===== config.mk =====
export PLATFORM = sky130hd
export DESIGN_NAME = timer_compare_output_control
export DESIGN_NICKNAME = d
export VERILOG_FILES = /design/src/design/timer_wave_pkg.sv /design/src/design/timer_compare_output_control.sv /design/src/design/compare_output_unit.sv
export SDC_FILE = /design/constraint.sdc
export NUM_CORES = 1
export LEC_CHECK = 0
export BUFFER_PORTS_ARGS = -buffer_cell sky130_fd_sc_hd__buf_2
export CAP_MARGIN = 5
export CELL_PAD_IN_SITES_DETAIL_PLACEMENT = 0
export CELL_PAD_IN_SITES_GLOBAL_PLACEMENT = 1
export CORE_UTILIZATION = 40
export DETAILED_ROUTE_END_ITERATION = 10
export GPL_TIMING_DRIVEN = 0
export PLACE_DENSITY_LB_ADDON = 0.1
export SLEW_MARGIN = 20
export SYNTH_ARGS = -nofsm -noshare
export SYNTH_HDL_FRONTEND = slang
export SYNTH_HIERARCHICAL = 1
export SYNTH_SLANG_ARGS = --single-unit
export TNS_END_PERCENT = 20

===== constraint.sdc =====
create_clock -name clk -period 3.5 [get_ports clk]
set_input_delay 0.175 -clock clk [delete_from_list [all_inputs] [get_ports clk]]
set_output_delay 0.175 -clock clk [all_outputs]
set_load 0.03 [all_outputs]

===== src/design/timer_wave_pkg.sv =====
package timer_wave_pkg;

	// Bus geometry
	localparam int APB_AW = 8;
	localparam int APB_DW = 32;

	// Register byte addresses
	localparam logic [7:0] ADDR_CTRL_A = 8'h24;
	localparam logic [7:0] ADDR_CTRL_B = 8'h28;
	localparam logic [7:0] ADDR_CMP_A  = 8'h2C;
	localparam logic [7:0] ADDR_CMP_B  = 8'h30;
	localparam logic [7:0] ADDR_COUNT  = 8'h34;
	localparam logic [7:0] ADDR_STATUS = 8'h38;
	localparam logic [7:0] ADDR_CLEAR  = 8'h3C;
	localparam logic [7:0] ADDR_ENABLE = 8'h40;

	// Field positions in waveform_control_a
	localparam int ACT_A_LSB   = 6;
	localparam int ACT_B_LSB   = 4;
	localparam int WGM_LO_LSB  = 0;
	localparam logic [7:0] CTRL_A_MASK = 8'hF3;

	// Field positions in waveform_control_b
	localparam int WGM_HI_BIT  = 3;
	localparam int RUN_BIT     = 0;
	localparam logic [7:0] CTRL_B_MASK = 8'h09;

	// Values after reset
	localparam logic [7:0] CTRL_RESET = 8'h00;
	localparam logic [7:0] CMP_RESET  = 8'h00;
	localparam logic [2:0] IRQ_RESET  = 3'h0;

	// Counter limits
	localparam logic [7:0] CNT_BOTTOM = 8'h00;
	localparam logic [7:0] CNT_MAX    = 8'hFF;

	// Status and enable bit positions
	localparam int EV_OVF     = 0;
	localparam int EV_MATCH_A = 1;
	localparam int EV_MATCH_B = 2;
	localparam int EV_N       = 3;

	// Output action codes
	localparam logic [1:0] ACT_OFF    = 2'h0;
	localparam logic [1:0] ACT_TOGGLE = 2'h1;
	localparam logic [1:0] ACT_CLEAR  = 2'h2;
	localparam logic [1:0] ACT_SET    = 2'h3;

	// Waveform mode codes
	localparam logic [2:0] MODE_NORMAL  = 3'h0;
	localparam logic [2:0] MODE_PC_FULL = 3'h1;
	localparam logic [2:0] MODE_CLEAR_MATCH = 3'h2;
	localparam logic [2:0] MODE_FAST_FULL = 3'h3;
	localparam logic [2:0] MODE_PC_CMPA = 3'h5;
	localparam logic [2:0] MODE_FAST_CMPA = 3'h7;

	// Decoded waveform mode
	typedef struct packed {
		logic pwm;
		logic fast;
		logic phase;
		logic top_is_a;
		logic reserved;
		logic upd_now;
		logic upd_top;
		logic upd_bottom;
		logic ovf_max;
		logic ovf_bottom;
		logic ovf_top;
	} mode_s;

endpackage


===== src/design/timer_compare_output_control.sv =====
`timescale 1ns/100ps
module timer_compare_output_control
	import timer_wave_pkg::*;
(
	// Clock and reset
	input  wire logic              clk,
	input  wire logic              rstn,
	// APB slave
	input  wire logic              psel,
	input  wire logic              penable,
	input  wire logic              pwrite,
	input  wire logic [APB_AW-1:0] paddr,
	input  wire logic [APB_DW-1:0] pwdata,
	output logic      [APB_DW-1:0] prdata,
	output logic                   pready,
	output logic                   pslverr,
	// Compare outputs
	output logic                   compare_out_a,
	output logic                   compare_out_a_sel,
	output logic                   compare_out_b,
	output logic                   compare_out_b_sel,
	// Interrupt
	output logic                   irq
);

	// Control registers
	logic [7:0]        ctrl_a_ff;
	logic [7:0]        ctrl_b_ff;
	logic [EV_N-1:0]   status_ff;
	logic [EV_N-1:0]   enable_ff;
	logic [APB_DW-1:0] prdata_ff;

	// Counter state
	logic [7:0]        cnt_ff;
	logic              dir_down_ff;

	// Per channel compare state
	logic [7:0]        cmp_buf [2];
	logic [7:0]        cmp_act [2];
	logic [1:0]        ch_match;
	logic [1:0]        ch_wave;
	logic [1:0]        ch_sel;

	// Decoded fields
	logic [1:0]        output_a_action;
	logic [1:0]        output_b_action;
	logic [1:0]        waveform_mode_lo;
	logic              waveform_mode_hi;
	logic [2:0]        waveform_mode_sel;
	logic              run;
	mode_s             mode;

	// Counter events
	logic [7:0]        top;
	logic              running;
	logic              at_top;
	logic              at_bottom;
	logic              top_evt;
	logic              load_cmp;
	logic              ovf_evt;
	logic [EV_N-1:0]   events;

	// Bus decode
	logic              wr_en;
	logic              rd_setup;
	logic              mapped;
	logic [APB_DW-1:0] rd_data;
	logic [EV_N-1:0]   clr_bits;

	// Mode table
	function automatic mode_s decode_mode(input logic [2:0] m);
		mode_s d;
		d = '0;
		case (m)
			MODE_NORMAL: begin
				d.upd_now = 1'b1;
				d.ovf_max = 1'b1;
			end
			MODE_PC_FULL: begin
				d.pwm        = 1'b1;
				d.phase      = 1'b1;
				d.upd_top    = 1'b1;
				d.ovf_bottom = 1'b1;
			end
			MODE_CLEAR_MATCH: begin
				d.top_is_a = 1'b1;
				d.upd_now  = 1'b1;
				d.ovf_max  = 1'b1;
			end
			MODE_FAST_FULL: begin
				d.pwm        = 1'b1;
				d.fast       = 1'b1;
				d.upd_bottom = 1'b1;
				d.ovf_max    = 1'b1;
			end
			MODE_PC_CMPA: begin
				d.pwm        = 1'b1;
				d.phase      = 1'b1;
				d.top_is_a   = 1'b1;
				d.upd_top    = 1'b1;
				d.ovf_bottom = 1'b1;
			end
			MODE_FAST_CMPA: begin
				d.pwm        = 1'b1;
				d.fast       = 1'b1;
				d.top_is_a   = 1'b1;
				d.upd_bottom = 1'b1;
				d.ovf_top    = 1'b1;
			end
			default: begin
				// Codes 4 and 6: counter held, buffers pass through
				d.reserved = 1'b1;
				d.upd_now  = 1'b1;
			end
		endcase
		return d;
	endfunction

	// Field extraction
	assign output_a_action   = ctrl_a_ff[ACT_A_LSB +: 2];
	assign output_b_action   = ctrl_a_ff[ACT_B_LSB +: 2];
	assign waveform_mode_lo  = ctrl_a_ff[WGM_LO_LSB +: 2];
	assign waveform_mode_hi  = ctrl_b_ff[WGM_HI_BIT];
	assign run               = ctrl_b_ff[RUN_BIT];
	assign waveform_mode_sel = {waveform_mode_hi, waveform_mode_lo};
	assign mode              = decode_mode(waveform_mode_sel);

	// TOP source and counter position
	assign top       = mode.top_is_a ? cmp_act[0] : CNT_MAX;
	assign running   = run && !mode.reserved;
	assign at_top    = (cnt_ff == top);
	assign at_bottom = (cnt_ff == CNT_BOTTOM);
	assign top_evt   = running && at_top;

	// Compare buffers load per mode; always while stopped
	always_comb begin
		load_cmp = !running || mode.upd_now;
		if (mode.upd_top && top_evt) begin
			load_cmp = 1'b1;
		end
		if (mode.upd_bottom && top_evt) begin
			load_cmp = 1'b1;
		end
	end

	// Overflow event per mode
	always_comb begin
		ovf_evt = 1'b0;
		if (running) begin
			if (mode.ovf_max && cnt_ff == CNT_MAX) begin
				ovf_evt = 1'b1;
			end
			if (mode.ovf_bottom && at_bottom && dir_down_ff) begin
				ovf_evt = 1'b1;
			end
			if (mode.ovf_top && at_top) begin
				ovf_evt = 1'b1;
			end
		end
	end

	assign events = {ch_match[1], ch_match[0], ovf_evt};

	// Bus strobes; single-cycle access phase
	assign wr_en    = psel && penable && pwrite;
	assign rd_setup = psel && !penable && !pwrite;
	assign clr_bits = (wr_en && paddr == ADDR_CLEAR) ?
		pwdata[EV_N-1:0] : '0;

	// Address map check
	always_comb begin
		case (paddr)
			ADDR_CTRL_A, ADDR_CTRL_B, ADDR_CMP_A, ADDR_CMP_B,
			ADDR_COUNT, ADDR_STATUS, ADDR_CLEAR,
			ADDR_ENABLE: mapped = 1'b1;
			default:     mapped = 1'b0;
		endcase
	end

	// Read mux
	always_comb begin
		rd_data = '0;
		case (paddr)
			ADDR_CTRL_A: rd_data[7:0] = ctrl_a_ff & CTRL_A_MASK;
			ADDR_CTRL_B: rd_data[7:0] = ctrl_b_ff & CTRL_B_MASK;
			ADDR_CMP_A:  rd_data[7:0] = cmp_buf[0];
			ADDR_CMP_B:  rd_data[7:0] = cmp_buf[1];
			ADDR_COUNT:  rd_data[7:0] = cnt_ff;
			ADDR_STATUS: rd_data[EV_N-1:0] = status_ff;
			ADDR_ENABLE: rd_data[EV_N-1:0] = enable_ff;
			default:     rd_data = '0;
		endcase
	end

	assign pready  = 1'b1;
	assign pslverr = psel && penable && !mapped;
	assign prdata  = prdata_ff;

	// Read data captured in the setup cycle
	always_ff @(posedge clk or negedge rstn) begin
		if (!rstn) begin
			prdata_ff <= '0;
		end else if (rd_setup) begin
			prdata_ff <= rd_data;
		end
	end

	// First control register; reserved bits never stored
	always_ff @(posedge clk or negedge rstn) begin
		if (!rstn) begin
			ctrl_a_ff <= CTRL_RESET;
		end else if (wr_en && paddr == ADDR_CTRL_A) begin
			ctrl_a_ff <= pwdata[7:0] & CTRL_A_MASK;
		end
	end

	// Second control register: high mode bit and run
	always_ff @(posedge clk or negedge rstn) begin
		if (!rstn) begin
			ctrl_b_ff <= CTRL_RESET;
		end else if (wr_en && paddr == ADDR_CTRL_B) begin
			ctrl_b_ff <= pwdata[7:0] & CTRL_B_MASK;
		end
	end

	// Interrupt enable register
	always_ff @(posedge clk or negedge rstn) begin
		if (!rstn) begin
			enable_ff <= IRQ_RESET;
		end else if (wr_en && paddr == ADDR_ENABLE) begin
			enable_ff <= pwdata[EV_N-1:0];
		end
	end

	// Sticky status; a new event beats a clear in the same cycle
	always_ff @(posedge clk or negedge rstn) begin
		if (!rstn) begin
			status_ff <= IRQ_RESET;
		end else begin
			status_ff <= (status_ff & ~clr_bits) | events;
		end
	end

	assign irq = |(status_ff & enable_ff);

	// Count direction, only used in phase correct modes
	always_ff @(posedge clk or negedge rstn) begin
		if (!rstn) begin
			dir_down_ff <= 1'b0;
		end else if (!mode.phase) begin
			dir_down_ff <= 1'b0;
		end else if (running) begin
			if (!dir_down_ff && at_top) begin
				dir_down_ff <= 1'b1;
			end else if (dir_down_ff && at_bottom) begin
				dir_down_ff <= 1'b0;
			end
		end
	end

	// Counter: single slope wraps at TOP, dual slope turns at TOP
	always_ff @(posedge clk or negedge rstn) begin
		if (!rstn) begin
			cnt_ff <= CNT_BOTTOM;
		end else if (running) begin
			if (mode.phase) begin
				if (!dir_down_ff) begin
					if (!at_top) begin
						cnt_ff <= cnt_ff + 8'h01;
					end else if (!at_bottom) begin
						cnt_ff <= cnt_ff - 8'h01;
					end
				end else begin
					if (!at_bottom) begin
						cnt_ff <= cnt_ff - 8'h01;
					end else if (!at_top) begin
						cnt_ff <= cnt_ff + 8'h01;
					end
				end
			end else if (at_top) begin
				cnt_ff <= CNT_BOTTOM;
			end else begin
				cnt_ff <= cnt_ff + 8'h01;
			end
		end
	end

	// Compare channels: buffer, active copy, match and waveform
	for (genvar g = 0; g < 2; g++) begin : g_chan
		localparam logic [7:0] CMP_ADDR = (g == 0) ? ADDR_CMP_A : ADDR_CMP_B;
		logic [7:0] buf_ff;
		logic [7:0] act_ff;
		logic [1:0] action;

		assign action     = (g == 0) ? output_a_action : output_b_action;
		assign cmp_buf[g] = buf_ff;
		assign cmp_act[g] = act_ff;
		assign ch_match[g] = running && (cnt_ff == act_ff);

		// Software side of the compare value
		always_ff @(posedge clk or negedge rstn) begin
			if (!rstn) begin
				buf_ff <= CMP_RESET;
			end else if (wr_en && paddr == CMP_ADDR) begin
				buf_ff <= pwdata[7:0];
			end
		end

		// Active compare value, reloaded per mode
		always_ff @(posedge clk or negedge rstn) begin
			if (!rstn) begin
				act_ff <= CMP_RESET;
			end else if (load_cmp) begin
				act_ff <= buf_ff;
			end
		end

		compare_output_unit #(
			.CHAN_A (g == 0)
		) u_unit (
			.clk        (clk),
			.rstn       (rstn),
			.action     (action),
			.mode       (mode),
			.wgm_hi     (waveform_mode_hi),
			.match      (ch_match[g]),
			.top_evt    (top_evt),
			.dir_down   (dir_down_ff),
			.cmp_is_top (act_ff == top),
			.wave_ff    (ch_wave[g]),
			.connect    (ch_sel[g])
		);
	end

	// Pin side: waveform level and takeover select per channel
	assign compare_out_a     = ch_wave[0];
	assign compare_out_a_sel = ch_sel[0];
	assign compare_out_b     = ch_wave[1];
	assign compare_out_b_sel = ch_sel[1];

endmodule


===== src/design/compare_output_unit.sv =====
`timescale 1ns/100ps
module compare_output_unit
	import timer_wave_pkg::*;
#(
	parameter bit CHAN_A = 1'b1
)(
	// Clock and reset
	input  wire logic       clk,
	input  wire logic       rstn,
	// Configuration
	input  wire logic [1:0] action,
	input  wire mode_s      mode,
	input  wire logic       wgm_hi,
	// Counter events
	input  wire logic       match,
	input  wire logic       top_evt,
	input  wire logic       dir_down,
	input  wire logic       cmp_is_top,
	// Waveform
	output logic            wave_ff,
	output logic            connect
);

	logic nxt_wave;

	// Pin takeover; PWM code 1 only connects on channel A with mode bit
	always_comb begin
		connect = (action != ACT_OFF);
		if (mode.pwm && action == ACT_TOGGLE && !(CHAN_A && wgm_hi)) begin
			connect = 1'b0;
		end
	end

	// Next waveform level from action, mode and counter events
	always_comb begin
		nxt_wave = wave_ff;
		if (!mode.pwm) begin
			if (match) begin
				case (action)
					ACT_TOGGLE: nxt_wave = ~wave_ff;
					ACT_CLEAR:  nxt_wave = 1'b0;
					ACT_SET:    nxt_wave = 1'b1;
					default:    nxt_wave = wave_ff;
				endcase
			end
		end else if (action == ACT_TOGGLE) begin
			if (CHAN_A && wgm_hi && match) begin
				nxt_wave = ~wave_ff;
			end
		end else if (action[1]) begin
			if (cmp_is_top) begin
				// Match ignored, level forced when the counter is at TOP
				if (top_evt) begin
					nxt_wave = ~action[0];
				end
			end else if (mode.fast) begin
				if (match) begin
					nxt_wave = action[0];
				end else if (top_evt) begin
					nxt_wave = ~action[0];
				end
			end else if (match) begin
				nxt_wave = dir_down ? ~action[0] : action[0];
			end
		end
	end

	// Waveform flop
	always_ff @(posedge clk or negedge rstn) begin
		if (!rstn) begin
			wave_ff <= 1'b0;
		end else begin
			wave_ff <= nxt_wave;
		end
	end

endmodule


==> run_results.csv, run 1 <==
group,metric,value,unit
min_path,hp-start,"pwdata[6]",
global_routing,grtUsageTotal,0.224,
routing,vias,3654,
power_and_ir_drop,leakagePower,0.00232,uW
setup_path,rr_worst_depth,11,
setup_path,crit_slowest_cell,"dfrtp_1",
timing,fin_skew,0.0125,ns
floorplanning,fp.dieH,106,microns
routing,wl_met2,5.25,mm
logic_synthesis,synthCells,447,
floorplanning,rows,37,
timing,finalHoldViolations,0,
cts,cts_tree,"yes",
power_and_ir_drop,irDropWorstVdd,204,uV
timing,worst_pin_slew,1.15,ns
global_routing,grt_max_degree,41,
setup_path,criticalPathCategory,"reg -> reg",
routing,routed.top_layer,"met4",
cells_and_area,fin_area,0.00498,sq mm
min_path,hold_depth,2,
global_routing,grt_pass1_wl,19.0,mm
power_and_ir_drop,power_frac_comb,0.177,
place,gp_congestion,0.849,
cells_and_area,num_antenna_cells,0,
setup_path,path_max_fanout,9,
status,status,"finished clean",
routing,drc,0,
cells_and_area,synthToLayoutAreaGrowth,15.4,%
power_and_ir_drop,power_density,360,mW/mm^2
timing,fmax,313,MHz
floorplanning,die_x,106,microns
routing,detail_route.iter0.violations,209,
setup_path,r2r_setup_slack,0.31,ns
routing,vias_per_cell,5.56,
setup_path,path_delay_family,"compound AO/OA/AOI/OAI gates",
timing,max-slew-margin-rel,0.226,
timing,period_share,0.913,
place,io_buffers,32,
cts,cts_made_buffers,9,
place,post_dp_cell_area,0.00477,sq mm
routing,avgRoutedWirePerCell,17.8,microns
routing,dr_wl_met3,536,microns
power_and_ir_drop,swShare,0.308,
timing,fin_setup_tns,0,ns
logic_synthesis,netlist_area,0.00431,sq mm
routing,wl_met1,5.67,mm
global_routing,grt_pass1_vias,3393,
floorplanning,initial_core_util,0.416,
setup_path,critPathArrivalTime,3.49,ns
logic_synthesis,avgSynthCellArea,9.65,sq um
cells_and_area,fill_cells,1014,
setup_path,cp_num_buf_inv,1,
power_and_ir_drop,internal_power,1240,uW
timing,finalMaxSlewViolations,0,
global_routing,antenna_found_initial,0,
setup_path,cp-end-kind,"register",
floorplanning,die-area,0.0112,sq mm
cts,path_clk_slew,0.08,ns
timing,rsz0062_at_grt,"false",
floorplanning,io_pins,84,
timing,setup_violations,0,
power_and_ir_drop,clkPwrFrac,0.370,
setup_path,r2r-start,"ctrl_b_ff[3]",
run,drv_cap,0,
power_and_ir_drop,power.switching,553,uW
cts,h-tree-depth,3,
setup_path,cp.required,3.80,ns
cts,insertion_delay,0.36,ns
cells_and_area,drive_gt1_frac,0.263,
setup_path,cp_slowest_stage_delay,0.51,ns
setup_path,cp-start-kind,"register",
timing,period_needed,3.19,ns
floorplanning,coreArea,0.0104,sq mm
place,dp_hpwl,8.73,mm
cells_and_area,finalNetCount,564,
cts,cts.sinks,65,
logic_synthesis,synth_warnings,6,
routing,ant_nets,0,
global_routing,globalRouteOverflowTotal,0,
setup_path,regToRegEndpoint,"g_chan[1].u_unit/wave_ff",
cts,cts_root_buffer,"clkbuf_8",
cts,cts_setup_buffers,0,
setup_path,crit_chain,"or3b_4, a2111oi_0, a32o_1, a31oi_2, or2_1, buf_6, nor2_2, o21ba_2, o221ai_1, a221o_1, a21oi_2",
cts,clockBufferDepth,2,
routing,wirelength,11.7,mm
min_path,min_to,"g_chan[0].buf_ff[6]",
power_and_ir_drop,p_seq_frac,0.453,
min_path,hp-class,"in -> reg",
routing,drtPass1Iterations,5,
-- worst reg2reg max path, delay by kind of cell, from the launching register on --
| kind | cells | cell delay [ns] |
|---|---|---|
| flops | 1 | 0.51 |
| buf+inv | 1 | 0.14 |
| compound gates | 7 | 1.42 |
| simple gates | 3 | 1.05 |
-- sequential cells by signal (all words and copies together) (netlist names) --
register               count
g_chan.act_ff             16
g_chan.buf_ff             16
cnt_ff                     8
prdata                     8
ctrl_a_ff                  6
enable_ff                  3
status_ff                  3
ctrl_b_ff                  2
g_chan.u_unit/wave_ff      2
dir_down_ff                1
-- placed cells by master, fill, tap and decap left out, types with 5 or more instances in the layout --
cell	n
dfrtp_1	65
nand2_1	39
mux2_2	34
buf_2	32
buf_4	26
nor2_1	25
conb_1	25
a21oi_1	22
clkbuf_1	17
nand3_1	15
o21ai_0	15
xnor2_1	12
nor3_1	11
mux2_4	10
clkbuf_8	10
inv_1	8
xor2_1	8
a22oi_1	8
nor2b_1	7
mux2i_1	7
o22ai_1	6
a22o_1	6
o31ai_1	6
nand4_1	5
nor4_1	5
and3_1	5
-- routing by layer --
metal | GRT usage | up-vias
met5 | 0 | -
met4 | 0.0794 | 0
met3 | 0.0365 | 16
met2 | 0.335 | 118
met1 | 0.325 | 1779
li1 | - | 1741
-- power by group through the flow --
stage / clock, uW / sequential, uW / combinational [uW]
after floorplan: 0 / 849 / 196
after global placement: 0 / 827 / 310
after detailed placement: 0 / 828 / 315
after CTS: 669 / 814 / 316
after global routing: 705 / 820 / 347
final: 664 / 814 / 317
-- worst max-delay path by stage --
| stage | startpoint | to | slack, ns | depth (start not counted) |
|---|---|---|---|---|
| global route | ctrl_b_ff[3] | g_chan[1].u_unit/wave_ff | 0.02 | 11 |
| global placement | ctrl_b_ff[3] | g_chan[1].u_unit/wave_ff | 0.18 | 12 |
| floorplan | ctrl_b_ff[3] | g_chan[1].u_unit/wave_ff | 0.68 | 12 |
| CTS | ctrl_b_ff[3] | g_chan[1].u_unit/wave_ff | 0.12 | 12 |
| finish | ctrl_b_ff[3] | g_chan[1].u_unit/wave_ff | 0.31 | 11 |
| detailed placement | ctrl_b_ff[3] | g_chan[1].u_unit/wave_ff | 0.14 | 12 |
-- through the flow --
| stage | setup WS (ns) | total power [uW] | util | hold slack (ns) | std cells |
|---|---|---|---|---|---|
| final | 0.306 | 1800 | 0.480 | 0.0718 | 657 |
| after global routing | 0.0207 | 1870 | 0.480 | 0.0677 | 657 |
| after CTS | 0.122 | 1800 | 0.480 | 0.0646 | 657 |
| after detailed placement | 0.143 | 1140 | 0.460 | 0.122 | 640 |
| after global placement | 0.183 | 1140 | 0.456 | 0.433 | 638 |
| after floorplan | 0.684 | 1050 | - | -0.121 | 470 |
-- final cells by class --
cell class	count	area (sq um)	area share
well taps	136	170	0.0342
clock inverters	5	55.1	0.0111
inverters	8	30.0	0.00603
multi-input cells	350	2450	0.492
clock buffers	11	141	0.0284
plain buffers	47	309	0.0621
repair buffers	35	198	0.0397
flip-flops and latches	65	1630	0.327
-- timing repair --
item | CTS | global route
hold buffers | 1 | 0
endpoints found under the hold margin | 25 | 0
gates resized for setup | 0 | 1
endpoints found under the setup margin | 0 | 1
Note: power is estimated with default switching activity, not from simulation.
==> run 2: changes to the inputs <==
--- a/config.mk
+++ b/config.mk
@@ -7,9 +7,9 @@
 export LEC_CHECK = 0
 export BUFFER_PORTS_ARGS = -buffer_cell sky130_fd_sc_hd__buf_2
 export CAP_MARGIN = 5
-export CELL_PAD_IN_SITES_DETAIL_PLACEMENT = 0
-export CELL_PAD_IN_SITES_GLOBAL_PLACEMENT = 1
-export CORE_UTILIZATION = 40
+export CELL_PAD_IN_SITES_DETAIL_PLACEMENT = 1
+export CELL_PAD_IN_SITES_GLOBAL_PLACEMENT = 2
+export CORE_UTILIZATION = 35
 export DETAILED_ROUTE_END_ITERATION = 10
 export GPL_TIMING_DRIVEN = 0
 export PLACE_DENSITY_LB_ADDON = 0.1
==> run_results.csv, run 2 (synthesis results as in run 1) <==
group,metric,value,unit
cells_and_area,num_antenna_cells,0,
setup_path,cp_num_buf_inv,2,
power_and_ir_drop,leakagePower,0.00239,uW
power_and_ir_drop,swShare,0.280,
cts,h-tree-depth,3,
run,drv_cap,0,
cts,cts.sinks,65,
power_and_ir_drop,power.switching,599,uW
timing,rsz0062_at_grt,"false",
cells_and_area,drive_gt1_frac,0.269,
setup_path,path_max_fanout,9,
routing,ant_nets,0,
timing,max-slew-margin-rel,0.299,
setup_path,criticalPathCategory,"reg -> reg",
timing,fin_setup_tns,0,ns
min_path,hp-class,"in -> reg",
cells_and_area,top_regs,"g_chan.act_ff x16, g_chan.buf_ff x16",
timing,whs,0.0951,ns
routing,detail_route.iter0.violations,182,
setup_path,cp-end-kind,"register",
routing,drc,0,
setup_path,cp_slowest_stage_delay,0.51,ns
routing,wl_met2,6.14,mm
routing,drtPass1Iterations,4,
cells_and_area,final_common_cell,"dfrtp_1",
setup_path,critPathArrivalTime,3.53,ns
timing,period_needed,3.25,ns
routing,vias,3695,
place,dp_hpwl,9.85,mm
floorplanning,die_x,113,microns
cells_and_area,final_util,0.429,
cts,cts_made_buffers,9,
setup_path,path_delay_family,"simple AND/OR/NAND/NOR gates",
global_routing,grtUsageTotal,0.222,
cts,cts_tree,"yes",
global_routing,grt_pass1_wl,21.6,mm
place,place_inst,651,
cells_and_area,layout_common_cells,"65 x dfrtp_1, 39 x nand2_1, 34 x mux2_2",
routing,vias_per_cell,5.53,
timing,worst_pin_slew,1.04,ns
global_routing,grt_max_degree,44,
setup_path,crit_slowest_cell,"dfrtp_1",
floorplanning,fp.dieH,113,microns
setup_path,crit_path_frequent_cell,"buf_6",
floorplanning,coreArea,0.0120,sq mm
routing,dr_wl_met3,532,microns
timing,fmax,307,MHz
cts,insertion_delay,0.34,ns
routing,wirelength,13.2,mm
global_routing,globalRouteOverflowTotal,0,
routing,wl_met1,6.36,mm
setup_path,cp-start-kind,"register",
floorplanning,die-area,0.0128,sq mm
power_and_ir_drop,power,2140,uW
cts,cts_root_buffer,"clkbuf_16",
status,status,"finished clean",
cells_and_area,fill_cells,1400,
cts,path_clk_slew,0.06,ns
cells_and_area,finalNetCount,564,
place,gp_congestion,0.859,
power_and_ir_drop,irDropWorstVdd,222,uV
cells_and_area,multiInputGateArea,0.00246,sq mm
cts,clockBufferDepth,2,
timing,fin_skew,0.00665,ns
place,io_buffers,32,
setup_path,crit_chain,"or3b_4, and2_1, buf_6, o22ai_1, o2111ai_2, or2_1, buf_6, nor2_2, o21ba_2, o221ai_1, a221o_1, a21oi_2",
timing,finalMaxSlewViolations,0,
power_and_ir_drop,power_frac_comb,0.153,
power_and_ir_drop,power_density,416,mW/mm^2
routing,routed.top_layer,"met4",
power_and_ir_drop,p_seq_frac,0.381,
power_and_ir_drop,clkPwrFrac,0.467,
setup_path,cp.required,3.77,ns
routing,avgRoutedWirePerCell,19.8,microns
power_and_ir_drop,internal_power,1540,uW
cells_and_area,stdcell_count,668,
floorplanning,initial_core_util,0.359,
timing,period_share,0.929,
floorplanning,io_pins,84,
global_routing,grt_pass1_vias,3752,
cells_and_area,seq_area,0.00163,sq mm
cells_and_area,synthToLayoutAreaGrowth,19.3,%
timing,setup_violations,0,
global_routing,antenna_found_initial,0,
floorplanning,rows,40,
timing,finalHoldViolations,0,
## run 2: cell types whose count changed in the layout (fill, tap and decap cells not counted), sizes merged
| cell | before | now |
|---|---|---|
| bufinv | 1 | 2 |
| inv | 8 | 9 |
| clkbuf | 27 | 26 |
| clkinvlp | 2 | 1 |
## run 2: worst register-to-register path, delay by kind of cell, from the launching register on
family	cells	cell delay (ns)
buffers and inverters	2	0.27
DFF	1	0.51
and+or+nand+nor	4	1.24
AOI/OAI and AO/OA	6	1.16
## run 2: final timing paths
| path | startpoint | end | slack [ns] | cells after the start |
|---|---|---|---|---|
| hold / removal | pwdata[6] | g_chan[0].buf_ff[6] | 0.1 | 2 |
| min in group asynchronous | rstn | g_chan[1].u_unit/wave_ff | 0.28 | 2 |
| max in group asynchronous | rstn | cnt_ff[7] | 2.68 | 3 |
| hold reg to reg | prdata[1] | prdata[1] | 0.50 | 1 |
| setup / recovery | ctrl_b_ff[3] | g_chan[1].u_unit/wave_ff | 0.25 | 12 |
| setup reg to reg | ctrl_b_ff[3] | g_chan[1].u_unit/wave_ff | 0.25 | 12 |
## run 2: layer usage
metal / track usage / vias up
met3: 0.0445 / 16
met2: 0.346 / 91
met4: 0.0623 / 0
met5: 0 / -
met1: 0.313 / 1856
li1: - / 1732
## run 2: power by group through the flow
stage	logic [uW]	clock network, uW	registers [uW]
global route	354	1050	820
detailed placement	323	0	828
CTS	325	1020	816
floorplan	196	0	849
finish	327	1000	816
global placement	312	0	827
## run 2: timing repair
item	4_1_cts	5_1_grt
resized for setup	0	2
buffers inserted	0	0
endpoints found under the hold margin	22	0
hold buffers	1	0
endpoints found under the setup margin	0	1
## run 2: area by class of cell
class,instances,share of cell area
buffer,47,0.0600
clock buffer,10,0.0464
clock inverter,6,0.0175
inverter,8,0.00583
multi-input combinational,350,0.478
sequential,65,0.316
tap,147,0.0357
timing repair buffer,35,0.0403
## run 2: through the flow
stage / area, sq um / setup WS [ns]
2_1_floorplan: 4400 / 0.684
3_3_place_gp: 4740 / 0.155
3_5_place_dp: 4800 / 0.0422
4_1_cts: 5140 / 0.0323
5_1_grt: 5150 / 0.0729
6_report: 5150 / 0.248
==> run 3: changes to the inputs <==
--- a/config.mk
+++ b/config.mk
@@ -12,6 +12,7 @@
 export CORE_UTILIZATION = 35
 export DETAILED_ROUTE_END_ITERATION = 10
 export GPL_TIMING_DRIVEN = 0
+export HOLD_SLACK_MARGIN = 0.12
 export PLACE_DENSITY_LB_ADDON = 0.1
 export SLEW_MARGIN = 20
 export SYNTH_ARGS = -nofsm -noshare
==> run_results.csv, run 3 (synthesis results as in run 1) <==
group,metric,value,unit
place,dp_hpwl,9.85,mm
cts,cts_made_buffers,9,
timing,fmax,307,MHz
setup_path,cp_num_buf_inv,2,
global_routing,grt_pass1_vias,3777,
setup_path,cp_slowest_stage_delay,0.50,ns
setup_path,crit_chain,"or3b_4, and2_1, buf_6, o22ai_1, o2111ai_2, or2_1, buf_6, nor2_2, o21ba_2, o221ai_1, a221o_1, a21oi_2",
setup_path,r2r_setup_slack,0.25,ns
setup_path,critPathArrivalTime,3.53,ns
cts,path_clk_slew,0.06,ns
routing,detail_route.iter0.violations,153,
floorplanning,die_x,113,microns
cells_and_area,final_common_cell,"dfrtp_1",
routing,avgRoutedWirePerCell,19.6,microns
cts,cts_setup_buffers,0,
setup_path,crit_path_frequent_cell,"buf_6",
timing,worst_slack,0.246,ns
cells_and_area,fin_area,0.00520,sq mm
cts,clockBufferDepth,2,
cells_and_area,fill_cells,1398,
floorplanning,coreArea,0.0120,sq mm
global_routing,antenna_found_initial,0,
timing,fin_skew,0.00653,ns
setup_path,cp-start-kind,"register",
timing,worst_pin_slew,1.03,ns
cts,h-tree-depth,3,
global_routing,grt_pass1_wl,21.7,mm
cells_and_area,drive_gt1_frac,0.266,
timing,period_needed,3.25,ns
run,drv_cap,0,
floorplanning,die-area,0.0128,sq mm
global_routing,grt_max_degree,44,
cells_and_area,synthToLayoutAreaGrowth,20.5,%
power_and_ir_drop,power_density,413,mW/mm^2
routing,drc,0,
cells_and_area,finalNetCount,569,
floorplanning,io_pins,84,
routing,drtPass1Iterations,4,
timing,finalMaxSlewViolations,0,
timing,fin_setup_tns,0,ns
timing,max-slew-margin-rel,0.307,
place,io_buffers,32,
global_routing,grtUsageTotal,0.222,
setup_path,path_max_fanout,9,
cts,cts_tree,"yes",
routing,vias,3676,
setup_path,crit_slowest_cell,"dfrtp_1",
setup_path,path_delay_family,"simple AND/OR/NAND/NOR gates",
routing,vias_per_cell,5.46,
timing,finalHoldViolations,0,
setup_path,cp-end-kind,"register",
place,preCtsSetupSlack,0.0422,ns
cts,cts.sinks,65,
cells_and_area,final_util,0.433,
power_and_ir_drop,irDropWorstVdd,223,uV
timing,setup_violations,0,
cells_and_area,num_antenna_cells,0,
place,gp_congestion,0.859,
cts,insertion_delay,0.34,ns
floorplanning,fp.dieH,113,microns
timing,rsz0062_at_grt,"false",
setup_path,cp.required,3.77,ns
routing,wirelength,13.2,mm
cts,cts_root_buffer,"clkbuf_16",
global_routing,globalRouteOverflowTotal,0,
floorplanning,initial_core_util,0.359,
place,post_dp_cell_area,0.00480,sq mm
timing,period_share,0.930,
timing,whs,0.130,ns
cells_and_area,layout_common_cells,"65 x dfrtp_1, 39 x nand2_1, 34 x mux2_2",
status,status,"finished clean",
setup_path,criticalPathCategory,"reg -> reg",
cells_and_area,top_regs,"g_chan.act_ff x16, g_chan.buf_ff x16",
routing,ant_nets,0,
min_path,hp-class,"in -> reg",
floorplanning,rows,40,
power_and_ir_drop,leakagePower,0.00241,uW
run 3: cell count changes in the layout (fill, tap and decap cells not counted):
cell / change
dlygate4sd3_1: +5
run 3: layout make-up:
| cell class | count | area (sq um) | area share |
|---|---|---|---|
| buffer | 47 | 309 | 0.0594 |
| clock buffer | 10 | 239 | 0.0460 |
| clock inverter | 6 | 90.1 | 0.0173 |
| inverter | 8 | 30.0 | 0.00578 |
| multi-input combinational | 350 | 2460 | 0.474 |
| sequential | 65 | 1630 | 0.313 |
| tap | 147 | 184 | 0.0354 |
| timing repair buffer | 40 | 258 | 0.0496 |
run 3: final timing paths:
check / from / end / cells after the start
max: ctrl_b_ff[3] / g_chan[1].u_unit/wave_ff / 12
max in group asynchronous: rstn / cnt_ff[7] / 3
min: pwdata[3] / g_chan[0].buf_ff[3] / 2
max reg2reg: ctrl_b_ff[3] / g_chan[1].u_unit/wave_ff / 12
min in group asynchronous: rstn / g_chan[1].u_unit/wave_ff / 2
min reg2reg: prdata[1] / prdata[1] / 1
run 3: where the power goes:
part	internal (uW)	total, uW	switching (uW)
Clock	645	1000	356
Combinational	116	330	213
Sequential	786	816	30.2
run 3: stage by stage:
| step | instances | total power (uW) |
|---|---|---|
| 5_1_grt | 673 | 2230 |
| 3_5_place_dp | 651 | 1150 |
| 4_1_cts | 673 | 2160 |
| 6_report | 673 | 2150 |
| 3_3_place_gp | 649 | 1140 |
| 2_1_floorplan | 470 | 1050 |
run 3: routing by layer:
layer | up-vias | track usage | share of wire
met5 | - | 0 | 0
met4 | 0 | 0.0623 | 0.013
met3 | 16 | 0.0439 | 0.034
met2 | 79 | 0.348 | 0.47
met1 | 1837 | 0.313 | 0.49
li1 | 1744 | - | -
run 3: repair_timing:
item,4_1_cts,5_1_grt
endpoints found under the hold margin,80,0
gates resized for setup,0,2
setup endpoints to repair,0,1
hold buffers,6,0
